===== config.mk =====
export PLATFORM = sky130hd
export DESIGN_NAME = umds_status_timeout
export DESIGN_NICKNAME = d
export VERILOG_FILES = /design/src/include/umds_pkg.sv /design/src/core/umds_sync.sv /design/src/core/umds_status_timeout.sv
export VERILOG_INCLUDE_DIRS = /design/src /design/src/include
export SDC_FILE = /design/constraint.sdc
export NUM_CORES = 1
export LEC_CHECK = 0
export BUFFER_PORTS_ARGS = -buffer_cell sky130_fd_sc_hd__buf_4
export CORE_AREA = 2 2 98 100
export DETAILED_ROUTE_END_ITERATION = 16
export DIE_AREA = 0 0 100 102
export GPL_TIMING_DRIVEN = 0
export PLACE_DENSITY = 0.78
export SYNTH_ARGS = -nofsm -noshare
export SYNTH_HDL_FRONTEND = slang
export SYNTH_SLANG_ARGS = --single-unit

===== constraint.sdc =====
create_clock -name sys_clk -period 4.35 [get_ports sys_clk]
set_input_delay 0.2175 -clock sys_clk [delete_from_list [all_inputs] [get_ports sys_clk]]
set_output_delay 0.2175 -clock sys_clk [all_outputs]
set_load 0.05 [all_outputs]

===== src/include/umds_params.svh =====
/*
 * offsets, field positions and reset values of the usb dma status/timeout bank.
 * assumes: included by its bare name from the core and testbench files.
 */
`ifndef UMDS_PARAMS_SVH
`define UMDS_PARAMS_SVH

// ==========================================================
// register offsets
`define UMDS_OFS_STATUS     8'h00
`define UMDS_OFS_TOUT_CNT   8'h04
`define UMDS_OFS_TOUT_CTRL  8'h08
`define UMDS_OFS_RD_REQ     8'h0c
`define UMDS_OFS_RD_VAL     8'h10

// ==========================================================
// field positions
`define UMDS_BIT_RXDSET     0
`define UMDS_BIT_TXDSET     1
`define UMDS_BIT_MW_BUF_EMPTY 2
`define UMDS_BIT_MR_BUF_EMPTY 3
`define UMDS_BIT_TXEMPTY    4
`define UMDS_BIT_TOUT_EN    0
`define UMDS_BIT_RD_PEND    31

// ==========================================================
// reset values
`define UMDS_STATUS_RST     32'h0000001c
`define UMDS_TOUT_CNT_RST   32'hffffffff
`define UMDS_TOUT_CTRL_RST  32'h00000000
`define UMDS_EP_SYNC_RST    3'h4

`endif


===== src/include/umds_pkg.sv =====
/*
 * types of the usb dma status/timeout bank.
 * assumes: nothing beyond the params header.
 */
package umds_pkg;

    // ==========================================================
    // register access request
    typedef struct packed {
        logic        valid;
        logic        write;
        logic [7:0]  addr;
        logic [31:0] wdata;
    } umds_req_t;

    // ==========================================================
    // register access answer
    typedef struct packed {
        logic        valid;
        logic [31:0] rdata;
    } umds_rsp_t;

    // ==========================================================
    // controller endpoint handshake levels (usb domain, unsynchronised)
    typedef struct packed {
        logic txEpEmpty;
        logic txEpDataSet;
        logic rxEpDataSet;
    } umds_ep_t;

    // ==========================================================
    // indirect read sequencer
    typedef enum logic [1:0] {
        RD_IDLE  = 2'b01,
        RD_FETCH = 2'b10
    } umds_rd_state_t;

endpackage


===== src/core/umds_sync.sv =====
/*
 * two-flop synchroniser for a group of independent level signals.
 * assumes: each bit is a slow level; no bus coherence across bits is needed.
 */
`timescale 1ns/1ps

module umds_sync #(
    parameter int                WIDTH     = 3,
    parameter logic [WIDTH-1:0]  RESET_VAL = '0
) (
    // clock and reset
    input  wire logic             sys_clk,
    input  wire logic             sys_rst,
    // levels
    input  wire logic [WIDTH-1:0] asyncIn,
    output logic      [WIDTH-1:0] syncOut
);

    // ==========================================================
    // first stage is read only by the second stage
    logic [WIDTH-1:0] stage1;

    always_ff @(posedge sys_clk or posedge sys_rst) begin
        if (sys_rst) begin
            stage1  <= RESET_VAL;
            syncOut <= RESET_VAL;
        end else begin
            stage1  <= asyncIn;
            syncOut <= stage1;
        end
    end

endmodule


===== src/core/umds_status_timeout.sv =====
/*
 * master dma status flags, debug timeout counter and indirect read path
 * of the usb bus bridge.
 * assumes: register requests are single-cycle pulses on sys_clk; buffer-empty
 * inputs are in the sys_clk domain; endpoint levels come from the usb core
 * and are synchronised here; usbClkTick marks one usb clock cycle.
 */
`timescale 1ns/1ps
`include "umds_params.svh"

// Operation
// the master-read buffer empty flag in bit 3 reads 1 when the read buffer is empty.
// the master-read buffer empty flag reads 0 while the read buffer holds data.
// bit 2 is a read-only flag, 1 when the master-write buffer is empty and 0 when it holds data.
// bit 1 goes to 1 once the transmit endpoint has been filled and has no space left.
// bit 1 returns to 0 after the core has sent the endpoint data on an IN token.
// the dma master moves data into the transmit endpoint only while bit 1 reads 0.
// bit 1 is the core's transmit data-set level synchronised to the bus clock.
// bit 0 goes to 1 when received data has been placed in the receive endpoint.
// bit 0 falls to 0 only after the master-write dma has read the receive endpoint out.
// bit 0 is the core's receive data-set level synchronised to the bus clock.
// a 32-bit read-only debug timeout counter exists and holds all ones after reset.
// the counter value is readable while the timeout enable bit is set.
// the counter decrements by one per usb clock cycle once the receive endpoint has emptied.
// a direct read of the counter does not return it; software requests, then reads the value register.
// reading the status register has no side effect and writes to its read-only bits are ignored.
module umds_status_timeout
    import umds_pkg::*;
(
    // clock and reset
    input  wire logic                 sys_clk,
    input  wire logic                 sys_rst,
    // register access
    input  wire umds_pkg::umds_req_t  regReq,
    output umds_pkg::umds_rsp_t       regRsp,
    // bridge dma buffers
    input  wire logic                 mrBufEmpty,
    input  wire logic                 mwBufEmpty,
    // usb device core handshakes
    input  wire umds_pkg::umds_ep_t   epIn,
    input  wire logic                 usbClkTick,
    // flags towards the dma master
    output logic                      txEpFull,
    output logic                      rxEpHasData
);
    import umds_pkg::*;

    // ==========================================================
    // endpoint level synchronisation
    logic [2:0] epSync;
    logic       txEpEmptyS;
    logic       txDataSetS;
    logic       rxDataSetS;

    umds_sync #(
        .WIDTH     (3),
        .RESET_VAL (`UMDS_EP_SYNC_RST)
    ) u_ep_sync (
        .sys_clk (sys_clk),
        .sys_rst (sys_rst),
        .asyncIn ({epIn.txEpEmpty, epIn.txEpDataSet, epIn.rxEpDataSet}),
        .syncOut (epSync)
    );

    assign txEpEmptyS = epSync[2];
    assign txDataSetS = epSync[1];
    assign rxDataSetS = epSync[0];

    // ==========================================================
    // live status word
    // flags are pure views of levels, so a read cannot disturb them
    logic [31:0] statusNow;

    always_comb begin
        statusNow                     = 32'h00000000;
        statusNow[`UMDS_BIT_TXEMPTY]       = txEpEmptyS;
        statusNow[`UMDS_BIT_MR_BUF_EMPTY]  = mrBufEmpty;
        statusNow[`UMDS_BIT_MW_BUF_EMPTY]  = mwBufEmpty;
        statusNow[`UMDS_BIT_TXDSET]        = txDataSetS;
        statusNow[`UMDS_BIT_RXDSET]        = rxDataSetS;
    end

    // ==========================================================
    // address decode
    // one compare per mapped offset feeds the read mux; the control and request compares also feed the write strobes
    localparam int REG_COUNT = 5;

    logic [REG_COUNT-1:0][7:0] regOffset;
    logic [REG_COUNT-1:0]      addrHit;

    assign regOffset[0] = `UMDS_OFS_STATUS;
    assign regOffset[1] = `UMDS_OFS_TOUT_CNT;
    assign regOffset[2] = `UMDS_OFS_TOUT_CTRL;
    assign regOffset[3] = `UMDS_OFS_RD_REQ;
    assign regOffset[4] = `UMDS_OFS_RD_VAL;

    for (genvar gi = 0; gi < REG_COUNT; gi++) begin : g_hit
        assign addrHit[gi] = (regReq.addr == regOffset[gi]);
    end

    // ==========================================================
    // decoded accesses
    logic wrCtrl;
    logic wrRdReq;
    logic rdAny;

    assign wrCtrl  = regReq.valid && regReq.write && addrHit[2];
    assign wrRdReq = regReq.valid && regReq.write && addrHit[3];
    assign rdAny   = regReq.valid && !regReq.write;

    // ==========================================================
    // timeout control
    logic [31:0] toutCtrl;
    logic [31:0] next_toutCtrl;
    logic        toutEnable;

    always_comb begin
        next_toutCtrl = toutCtrl;
        if (wrCtrl) begin
            next_toutCtrl                     = 32'h00000000;
            next_toutCtrl[`UMDS_BIT_TOUT_EN]  = regReq.wdata[`UMDS_BIT_TOUT_EN];
        end
    end

    always_ff @(posedge sys_clk or posedge sys_rst) begin
        if (sys_rst) begin
            toutCtrl <= `UMDS_TOUT_CTRL_RST;
        end else begin
            toutCtrl <= next_toutCtrl;
        end
    end

    assign toutEnable = toutCtrl[`UMDS_BIT_TOUT_EN];

    // ==========================================================
    // receive-empty arming
    // armed by the fall of the receive data-set level; new data disarms it
    // rxPrev resets to the idle level of the synced input, so reset makes no false edge
    logic cntArmed;
    logic next_cntArmed;
    logic rxPrev;
    logic next_rxPrev;
    logic rxRise;
    logic rxFall;

    assign rxRise = rxDataSetS && !rxPrev;
    assign rxFall = !rxDataSetS && rxPrev;

    always_comb begin
        next_rxPrev   = rxDataSetS;
        next_cntArmed = cntArmed;
        if (rxRise) begin
            next_cntArmed = 1'b0;
        end else if (rxFall) begin
            next_cntArmed = 1'b1;
        end
    end

    always_ff @(posedge sys_clk or posedge sys_rst) begin
        if (sys_rst) begin
            cntArmed <= 1'b0;
            rxPrev   <= 1'b0;
        end else begin
            cntArmed <= next_cntArmed;
            rxPrev   <= next_rxPrev;
        end
    end

    // ==========================================================
    // debug timeout counter
    // new data reloads it so each empty period is timed afresh; it stops at
    // zero rather than wrap, so a long stall cannot read back as a short one
    logic [31:0] toutCnt;
    logic [31:0] next_toutCnt;

    always_comb begin
        next_toutCnt = toutCnt;
        if (rxRise) begin
            next_toutCnt = `UMDS_TOUT_CNT_RST;
        end else if (cntArmed && !rxDataSetS && usbClkTick && (toutCnt != 32'h00000000)) begin
            next_toutCnt = toutCnt - 32'h00000001;
        end
    end

    always_ff @(posedge sys_clk or posedge sys_rst) begin
        if (sys_rst) begin
            toutCnt <= `UMDS_TOUT_CNT_RST;
        end else begin
            toutCnt <= next_toutCnt;
        end
    end

    // ==========================================================
    // indirect read path
    // a second request while one is in flight is dropped, not queued
    umds_rd_state_t rdState;
    umds_rd_state_t next_rdState;
    logic [7:0]     rdAddr;
    logic [7:0]     next_rdAddr;
    logic [31:0]    rdValue;
    logic [31:0]    next_rdValue;
    logic [31:0]    fetchData;

    always_comb begin
        unique case (rdAddr)
            `UMDS_OFS_STATUS:    fetchData = statusNow;
            `UMDS_OFS_TOUT_CNT:  fetchData = toutEnable ? toutCnt : 32'h00000000;
            `UMDS_OFS_TOUT_CTRL: fetchData = toutCtrl;
            default:             fetchData = 32'h00000000;
        endcase
    end

    always_comb begin
        next_rdState = rdState;
        next_rdAddr  = rdAddr;
        next_rdValue = rdValue;
        unique case (rdState)
            RD_IDLE: begin
                if (wrRdReq) begin
                    next_rdAddr  = regReq.wdata[7:0];
                    next_rdState = RD_FETCH;
                end
            end
            RD_FETCH: begin
                next_rdValue = fetchData;
                next_rdState = RD_IDLE;
            end
            default: begin
                next_rdState = RD_IDLE;
            end
        endcase
    end

    always_ff @(posedge sys_clk or posedge sys_rst) begin
        if (sys_rst) begin
            rdState <= RD_IDLE;
            rdAddr  <= 8'h00;
            rdValue <= 32'h00000000;
        end else begin
            rdState <= next_rdState;
            rdAddr  <= next_rdAddr;
            rdValue <= next_rdValue;
        end
    end

    // ==========================================================
    // direct read mux
    logic [31:0] readMux;
    logic [31:0] rdReqWord;

    always_comb begin
        rdReqWord                     = 32'h00000000;
        rdReqWord[7:0]                = rdAddr;
        rdReqWord[`UMDS_BIT_RD_PEND]  = (rdState == RD_FETCH);
    end

    always_comb begin
        unique case (1'b1)
            addrHit[0]: readMux = statusNow;
            addrHit[1]: readMux = 32'h00000000;
            addrHit[2]: readMux = toutCtrl;
            addrHit[3]: readMux = rdReqWord;
            addrHit[4]: readMux = rdValue;
            default:    readMux = 32'h00000000;
        endcase
    end

    // ==========================================================
    // register answer
    // writes to read-only offsets land in no register and are simply absorbed
    umds_rsp_t next_regRsp;

    always_comb begin
        next_regRsp.valid = rdAny;
        next_regRsp.rdata = rdAny ? readMux : 32'h00000000;
    end

    always_ff @(posedge sys_clk or posedge sys_rst) begin
        if (sys_rst) begin
            regRsp <= '0;
        end else begin
            regRsp <= next_regRsp;
        end
    end

    // ==========================================================
    // flags towards the dma master
    // one register after the synchroniser, so the master never sees a half-settled level
    logic next_txEpFull;
    logic next_rxEpHasData;

    always_comb begin
        next_txEpFull    = txDataSetS;
        next_rxEpHasData = rxDataSetS;
    end

    always_ff @(posedge sys_clk or posedge sys_rst) begin
        if (sys_rst) begin
            txEpFull    <= 1'b0;
            rxEpHasData <= 1'b0;
        end else begin
            txEpFull    <= next_txEpFull;
            rxEpHasData <= next_rxEpHasData;
        end
    end

endmodule


==> Word level (Yosys, flattened, before mapping) <==
Cells that the tools add are included.
{ "word_totals": {"in_bits": 50, "rom_bits": 0, "latch_bits": 0, "output_inout_bits": 35, "reg_bits": 117, "wordCells": 49, "mem_bits_rw": 0, "memories": 0} }
{ "op_classes": {"n_div": 0, "multipliers": 0, "eq_ne": 8, "reduce_logical": 18, "n_lt_le_gt_ge": 0, "shift": 0, "addsub": 1, "n_bitwise": 0, "muxes": 10} }
{ "ops": {"columns": ["op", "n"], "rows": [
  ["32-bit 2-to-1 mux", 4],
  ["32-bit case mux with 4 select lines", 1],
  ["32-bit case mux with 3 select lines", 1],
  ["32-bit nonzero test", 1],
  ["32-bit by 1-bit subtractor with 32-bit output, second input constant", 1],
  ["8-bit by 4-bit equality test with 1-bit output, second input constant", 3],
  ["8-bit zero test", 2],
  ["1-bit logical AND", 9],
  ["8-bit by 3-bit equality test with 1-bit output, second input constant", 1],
  ["8-bit by 5-bit equality test with 1-bit output, second input constant", 1],
  ["2-bit 2-to-1 mux", 2],
  ["2-bit nonzero test", 2],
  ["1-bit zero test", 3],
  ["2-bit by 1-bit equality test with 1-bit output, second input constant", 1],
  ["2-bit equality test, second input constant", 1],
  ["1-bit 2-to-1 mux", 2],
  ["2-bit != test, second input constant", 1],
  ["2-bit AND reduction", 1]
]} }

==> Logic depth before layout (Yosys ltp) <==
{ "depth": {"depth_word": 6, "ltp_mapped": 10, "mapped_depth_nobuf": 7} }

==> Modules after synthesis <==
A second synthesis with hierarchy kept.
{ "unflattened": {"cells_unflattened": 431, "area_unflattened_um2": 5006.1} }
{ "by_module_without_submodules": {"columns": ["mod", "seq_area_each_um2", "n_inst", "cells_each", "area_each_um2"], "rows": [
  ["umds_status_timeout", 2819.0, 1, 424, 4849.7],
  ["umds_sync", 152.6, 1, 7, 156.4]
]} }

==> Worst setup path after synthesis <==
No wires, ideal clock.
{ "synth_path": {"kind": "register to register", "from": "register toutCnt[23]", "to": "register toutCnt[11]", "path_stages_with_launch": 8, "slack_ns": 2.170, "path_buffers": 2, "required_time_ns": 4.262, "arrival_ns": 2.092, "setup_time_ns": 0.088, "period_less_slack_ns": 2.180, "cell_sequence": "dfstp_2 buf_2 nor4_1 nand4b_1 o311ai_4 buf_6 nor3_1 or3b_1"} }
{ "synth_between": {"elab_chain_cells": 3} }
{ "synth_lines": {"columns": ["item", "line", "text"], "rows": [
  ["from (decl)", "umds_status_timeout.sv:173", "logic [31:0] toutCnt;"],
  ["from (signal assigned)", "umds_status_timeout.sv:187", "toutCnt <= `UMDS_TOUT_CNT_RST;"],
  ["from (signal assigned)", "umds_status_timeout.sv:189", "toutCnt <= next_toutCnt;"],
  ["32-bit nonzero test", "umds_status_timeout.sv:180", "end else if (cntArmed && !rxDataSetS && usbClkTick && (toutCnt != 32'h00000000)) begin"],
  ["1-bit logical AND", "umds_status_timeout.sv:180", null],
  ["2-bit nonzero test (no source line)", null, null]
]} }
Every way passes these cells.
A chain may end at the register's enable or synchronous reset.

==> Worst setup path after layout <==
{ "layout_path": {"from": "register rdAddr[4]", "to": "register rdValue[11]"} }
{ "layout_between": {"elab_chain_cells": 2, "elab_cells_between_ends": 4, "classes_between": "eq/ne (2); mux (1); reduce/logical (1)"} }
{ "layout_lines": {"columns": ["item", "line", "text"], "rows": [
  ["from (decl)", "umds_status_timeout.sv:198", "logic [7:0] rdAddr;"],
  ["from (signal assigned)", "umds_status_timeout.sv:241", "rdAddr <= next_rdAddr;"],
  ["8-bit by 4-bit equality test with 1-bit output, or another cell as far along", "umds_status_timeout.sv:205", "unique case (rdAddr)"],
  ["32-bit case mux with 3 select lines *", "umds_status_timeout.sv:205", null],
  ["to (signal assigned)", "umds_status_timeout.sv:242", "rdValue <= next_rdValue;"],
  ["to (decl)", "umds_status_timeout.sv:200", "logic [31:0] rdValue;"]
]} }
Mark *: on every way between the ends. The rest lies on a longest branch, timed or not.

==> flow_metrics.env <==
export IMPL_status="finished clean"
export IMPL_drv_slew=0
export IMPL_start_util_pct=54.3
export IMPL_avgViaCountPerCell=5.95
export IMPL_synth_top_cell_by_area="dfrtp_1"
export IMPL_grt_max_degree=64
export IMPL_end_kind="flop"
export IMPL_cap_violations=0
export IMPL_drc=0
export IMPL_hold_ws_ps=20.9
export IMPL_yosysWarnings=0
export IMPL_cts_resized=0
export IMPL_htreeDepth=4
export IMPL_path_depth=6
export IMPL_finalSetupViolCount=0
export IMPL_clock_skew_ps=7.17
export IMPL_ir_drop_mv=0.198
export IMPL_core_area_mm2=0.00911
export IMPL_routed_top_layer="met4"
export IMPL_numCtsBuffers=17
export IMPL_r2r_end="rdValue[11]"
export IMPL_wl_per_cell_um=18.4
export IMPL_wl_met3_um=575
export IMPL_cts_tree="yes"
export IMPL_power_leakage_nw=2.78
export IMPL_wl_met1_mm=4.97
export IMPL_postRouteAntennaNets=0
export IMPL_clk_latency_ps=520
export IMPL_r2r_cells=6
export IMPL_clock_sinks=117
export IMPL_synth_area_mm2=0.00495
export IMPL_path_cells="nor4_1 -> nand2_1 -> or3_1 -> nor2_1 -> clkbuf_1 -> a22o_1"
export IMPL_gr_total_overflow=0
export IMPL_hpwlAfterDp_mm=7.48
export IMPL_power_density_mw_per_mm2=424
export IMPL_placed_cells=588
export IMPL_slowest_stage="nor2_1"
export IMPL_yosysUniqueCellTypes=54
export IMPL_startpoint="rdAddr[4]"
export IMPL_hold_viol=0
export IMPL_ys_ff_latch=117
export IMPL_nFillCells=627
export IMPL_start_kind="flop"
export IMPL_root_buffer="clkbuf_8"
export IMPL_clockBufferDepth=2
export IMPL_rows=35
export IMPL_firstDrtPassIters=5
export IMPL_r2r_start="rdAddr[4]"
export IMPL_postCtsSetupBuffers=0
export IMPL_area_delta_synth_final_pct=27.4
export IMPL_place_congestion=0.844
export IMPL_fp_dieH_um=102
export IMPL_layout_cells_non_filler=632
export IMPL_dp_slack_ps=1650
export IMPL_grt_use_total_pct=24.4
export IMPL_drt_iter0_markers=235
export IMPL_path_max_fanout=10
export IMPL_grt_pass1_vias=3778
export IMPL_synthArstFlopShare_pct=100
export IMPL_finalWirelength_mm=11.6
export IMPL_synth_seq_area_share_pct=60.1
export IMPL_antenna_found_initial=0
export IMPL_synth_area_leaders="dfrtp_1 (41%), dfstp_2 (19%), a22o_1 (5.0%), and3_1 (3.2%), or3_1 (2.1%)"
export IMPL_crit_end="rdValue[11]"
export IMPL_syn_instance_count=416
export IMPL_required_ps=4810
export IMPL_synth_edff_count=0
export IMPL_tightest_slew_ps=872
export IMPL_cp_top_family="simple AND/OR/NAND/NOR gates"
export IMPL_port_buffers=60
export IMPL_rrSetupSlack_ps=1660
export IMPL_fin_crit_ps=2690
export IMPL_cp_num_buf_inv=1
export IMPL_mostFrequentLayoutCells="dfrtp_1 (82), buf_4 (62), dfstp_2 (35), a22o_1 (28), and3_1 (25)"
export IMPL_worstSetupPathType="reg -> reg"
export IMPL_via_count=3763
export IMPL_max_freq_mhz=372
export IMPL_synth_top_area_share_pct=41.5
export IMPL_hold_class="in -> reg"
export IMPL_drive_above_1_share_pct=29.6
export IMPL_maxSlewHeadroom_pct=41.6
export IMPL_die_area_mm2=0.0102
export IMPL_io_pins=85
export IMPL_synth_nets=468
export IMPL_layout_commonest_cell="dfrtp_1"
export IMPL_synthFlopType="dfrtp_1"
export IMPL_syn_area_per_cell_um2=11.9
export IMPL_grt_pass1_wl_mm=19.0
export IMPL_met2WireLength_mm=5.80
export IMPL_rsz0062_at_grt="no"
export IMPL_cts_clk_slew_worst_paths_ps=60
export IMPL_finalNetCount=560
export IMPL_diodes=0
export IMPL_cp_arrival_ps=3140
export IMPL_period_share_pct=61.8
export IMPL_worst_slack_ps=1660
export IMPL_critPathMaxStageDelay_ps=700
export IMPL_die_width_um=100
cell type report:
| type | instances | area, um2 | area share, % |
|---|---|---|---|
| clock inverters | 14 | 200 | 3.17 |
| inverters | 7 | 28.8 | 0.456 |
| clock buffers | 18 | 418 | 6.63 |
| plain buffers | 27 | 128 | 2.02 |
| multi-input cells | 265 | 1820 | 28.9 |
| repair buffers | 73 | 598 | 9.48 |
| flip-flops and latches | 117 | 2970 | 47.1 |
| well taps | 111 | 139 | 2.20 |
sequential cells by signal (all words and copies together), names as in the netlist, 2 cells and up:
register           count
rdValue               32
rdAddr                 8
rdState                2
regRsp                33
u_ep_sync.stage1       3
toutCnt               32
u_ep_sync.syncOut      3
logic make-up after synthesis:
group | Yosys count | share of synthesized area, %
xor gates and xnor gates | 4 | 0.708
DFF | 117 | 60.1
muxes | 16 | 3.46
adders and majority gates | 2 | 0.506
and+or+nand+nor | 164 | 19.6
AOI/OAI and AO/OA | 79 | 12.6
buffers and inverters | 34 | 3.11
per-stage QoR:
step / area [um2] / total power [mW] / TNS, ps / util [%]
final: 6310 / 2.67 / 0 / 69.2
after global routing: 6310 / 2.75 / 0 / 69.2
after CTS: 6310 / 2.69 / 0 / 69.2
after detailed placement: 5570 / 1.23 / 0 / 61.1
after global placement: 5540 / 1.23 / -2750 / 60.8
after floorplan: 4950 / 1.19 / 0 / -
tightest hold or removal path, stage by stage:
cell and delay, ps:
buf_4 90, a22oi_1 60, a21oi_1 130
timing repair:
action                     4_1_cts  5_1_grt
setup endpoints to repair        0        0
hold endpoints to repair        47        0
hold buffers                    12        0
worst min path at each step:
stage,cells past startpoint,to,slack [ps],start
3_5_place_dp,1,u_ep_sync.stage1[2],330,epIn[2]
2_1_floorplan,0,u_ep_sync.stage1[2],220,epIn[2]
4_1_cts,3,regRsp[3],3,mrBufEmpty
3_3_place_gp,1,u_ep_sync.stage1[2],330,epIn[2]
6_report,3,regRsp[3],20,mrBufEmpty
5_1_grt,3,regRsp[2],10,mwBufEmpty
cell usage after synthesis, types with 11 or more instances:
cell type and count:
nor2b_1 15, a22o_1 28, nor2_1 19, or3_1 17, and3_1 25, dfrtp_1 82, clkbuf_1 19, nand3_1 17
nand2_1 20, dfstp_2 35, or4_1 11
power breakdown:
part / switching (mW) / internal, mW
combinational: 0.0658 / 0.0448
clock: 0.513 / 0.935
sequential: 0.00867 / 1.11
total: 0.588 / 2.09
metal layers:
layer | up-vias | GRT usage, %
met5 | - | 0
met4 | 0 | 10.2
met3 | 25 | 6.22
met2 | 137 | 41.3
met1 | 1867 | 30.1
li1 | 1734 | -
Power figures use the tool's default switching activity.
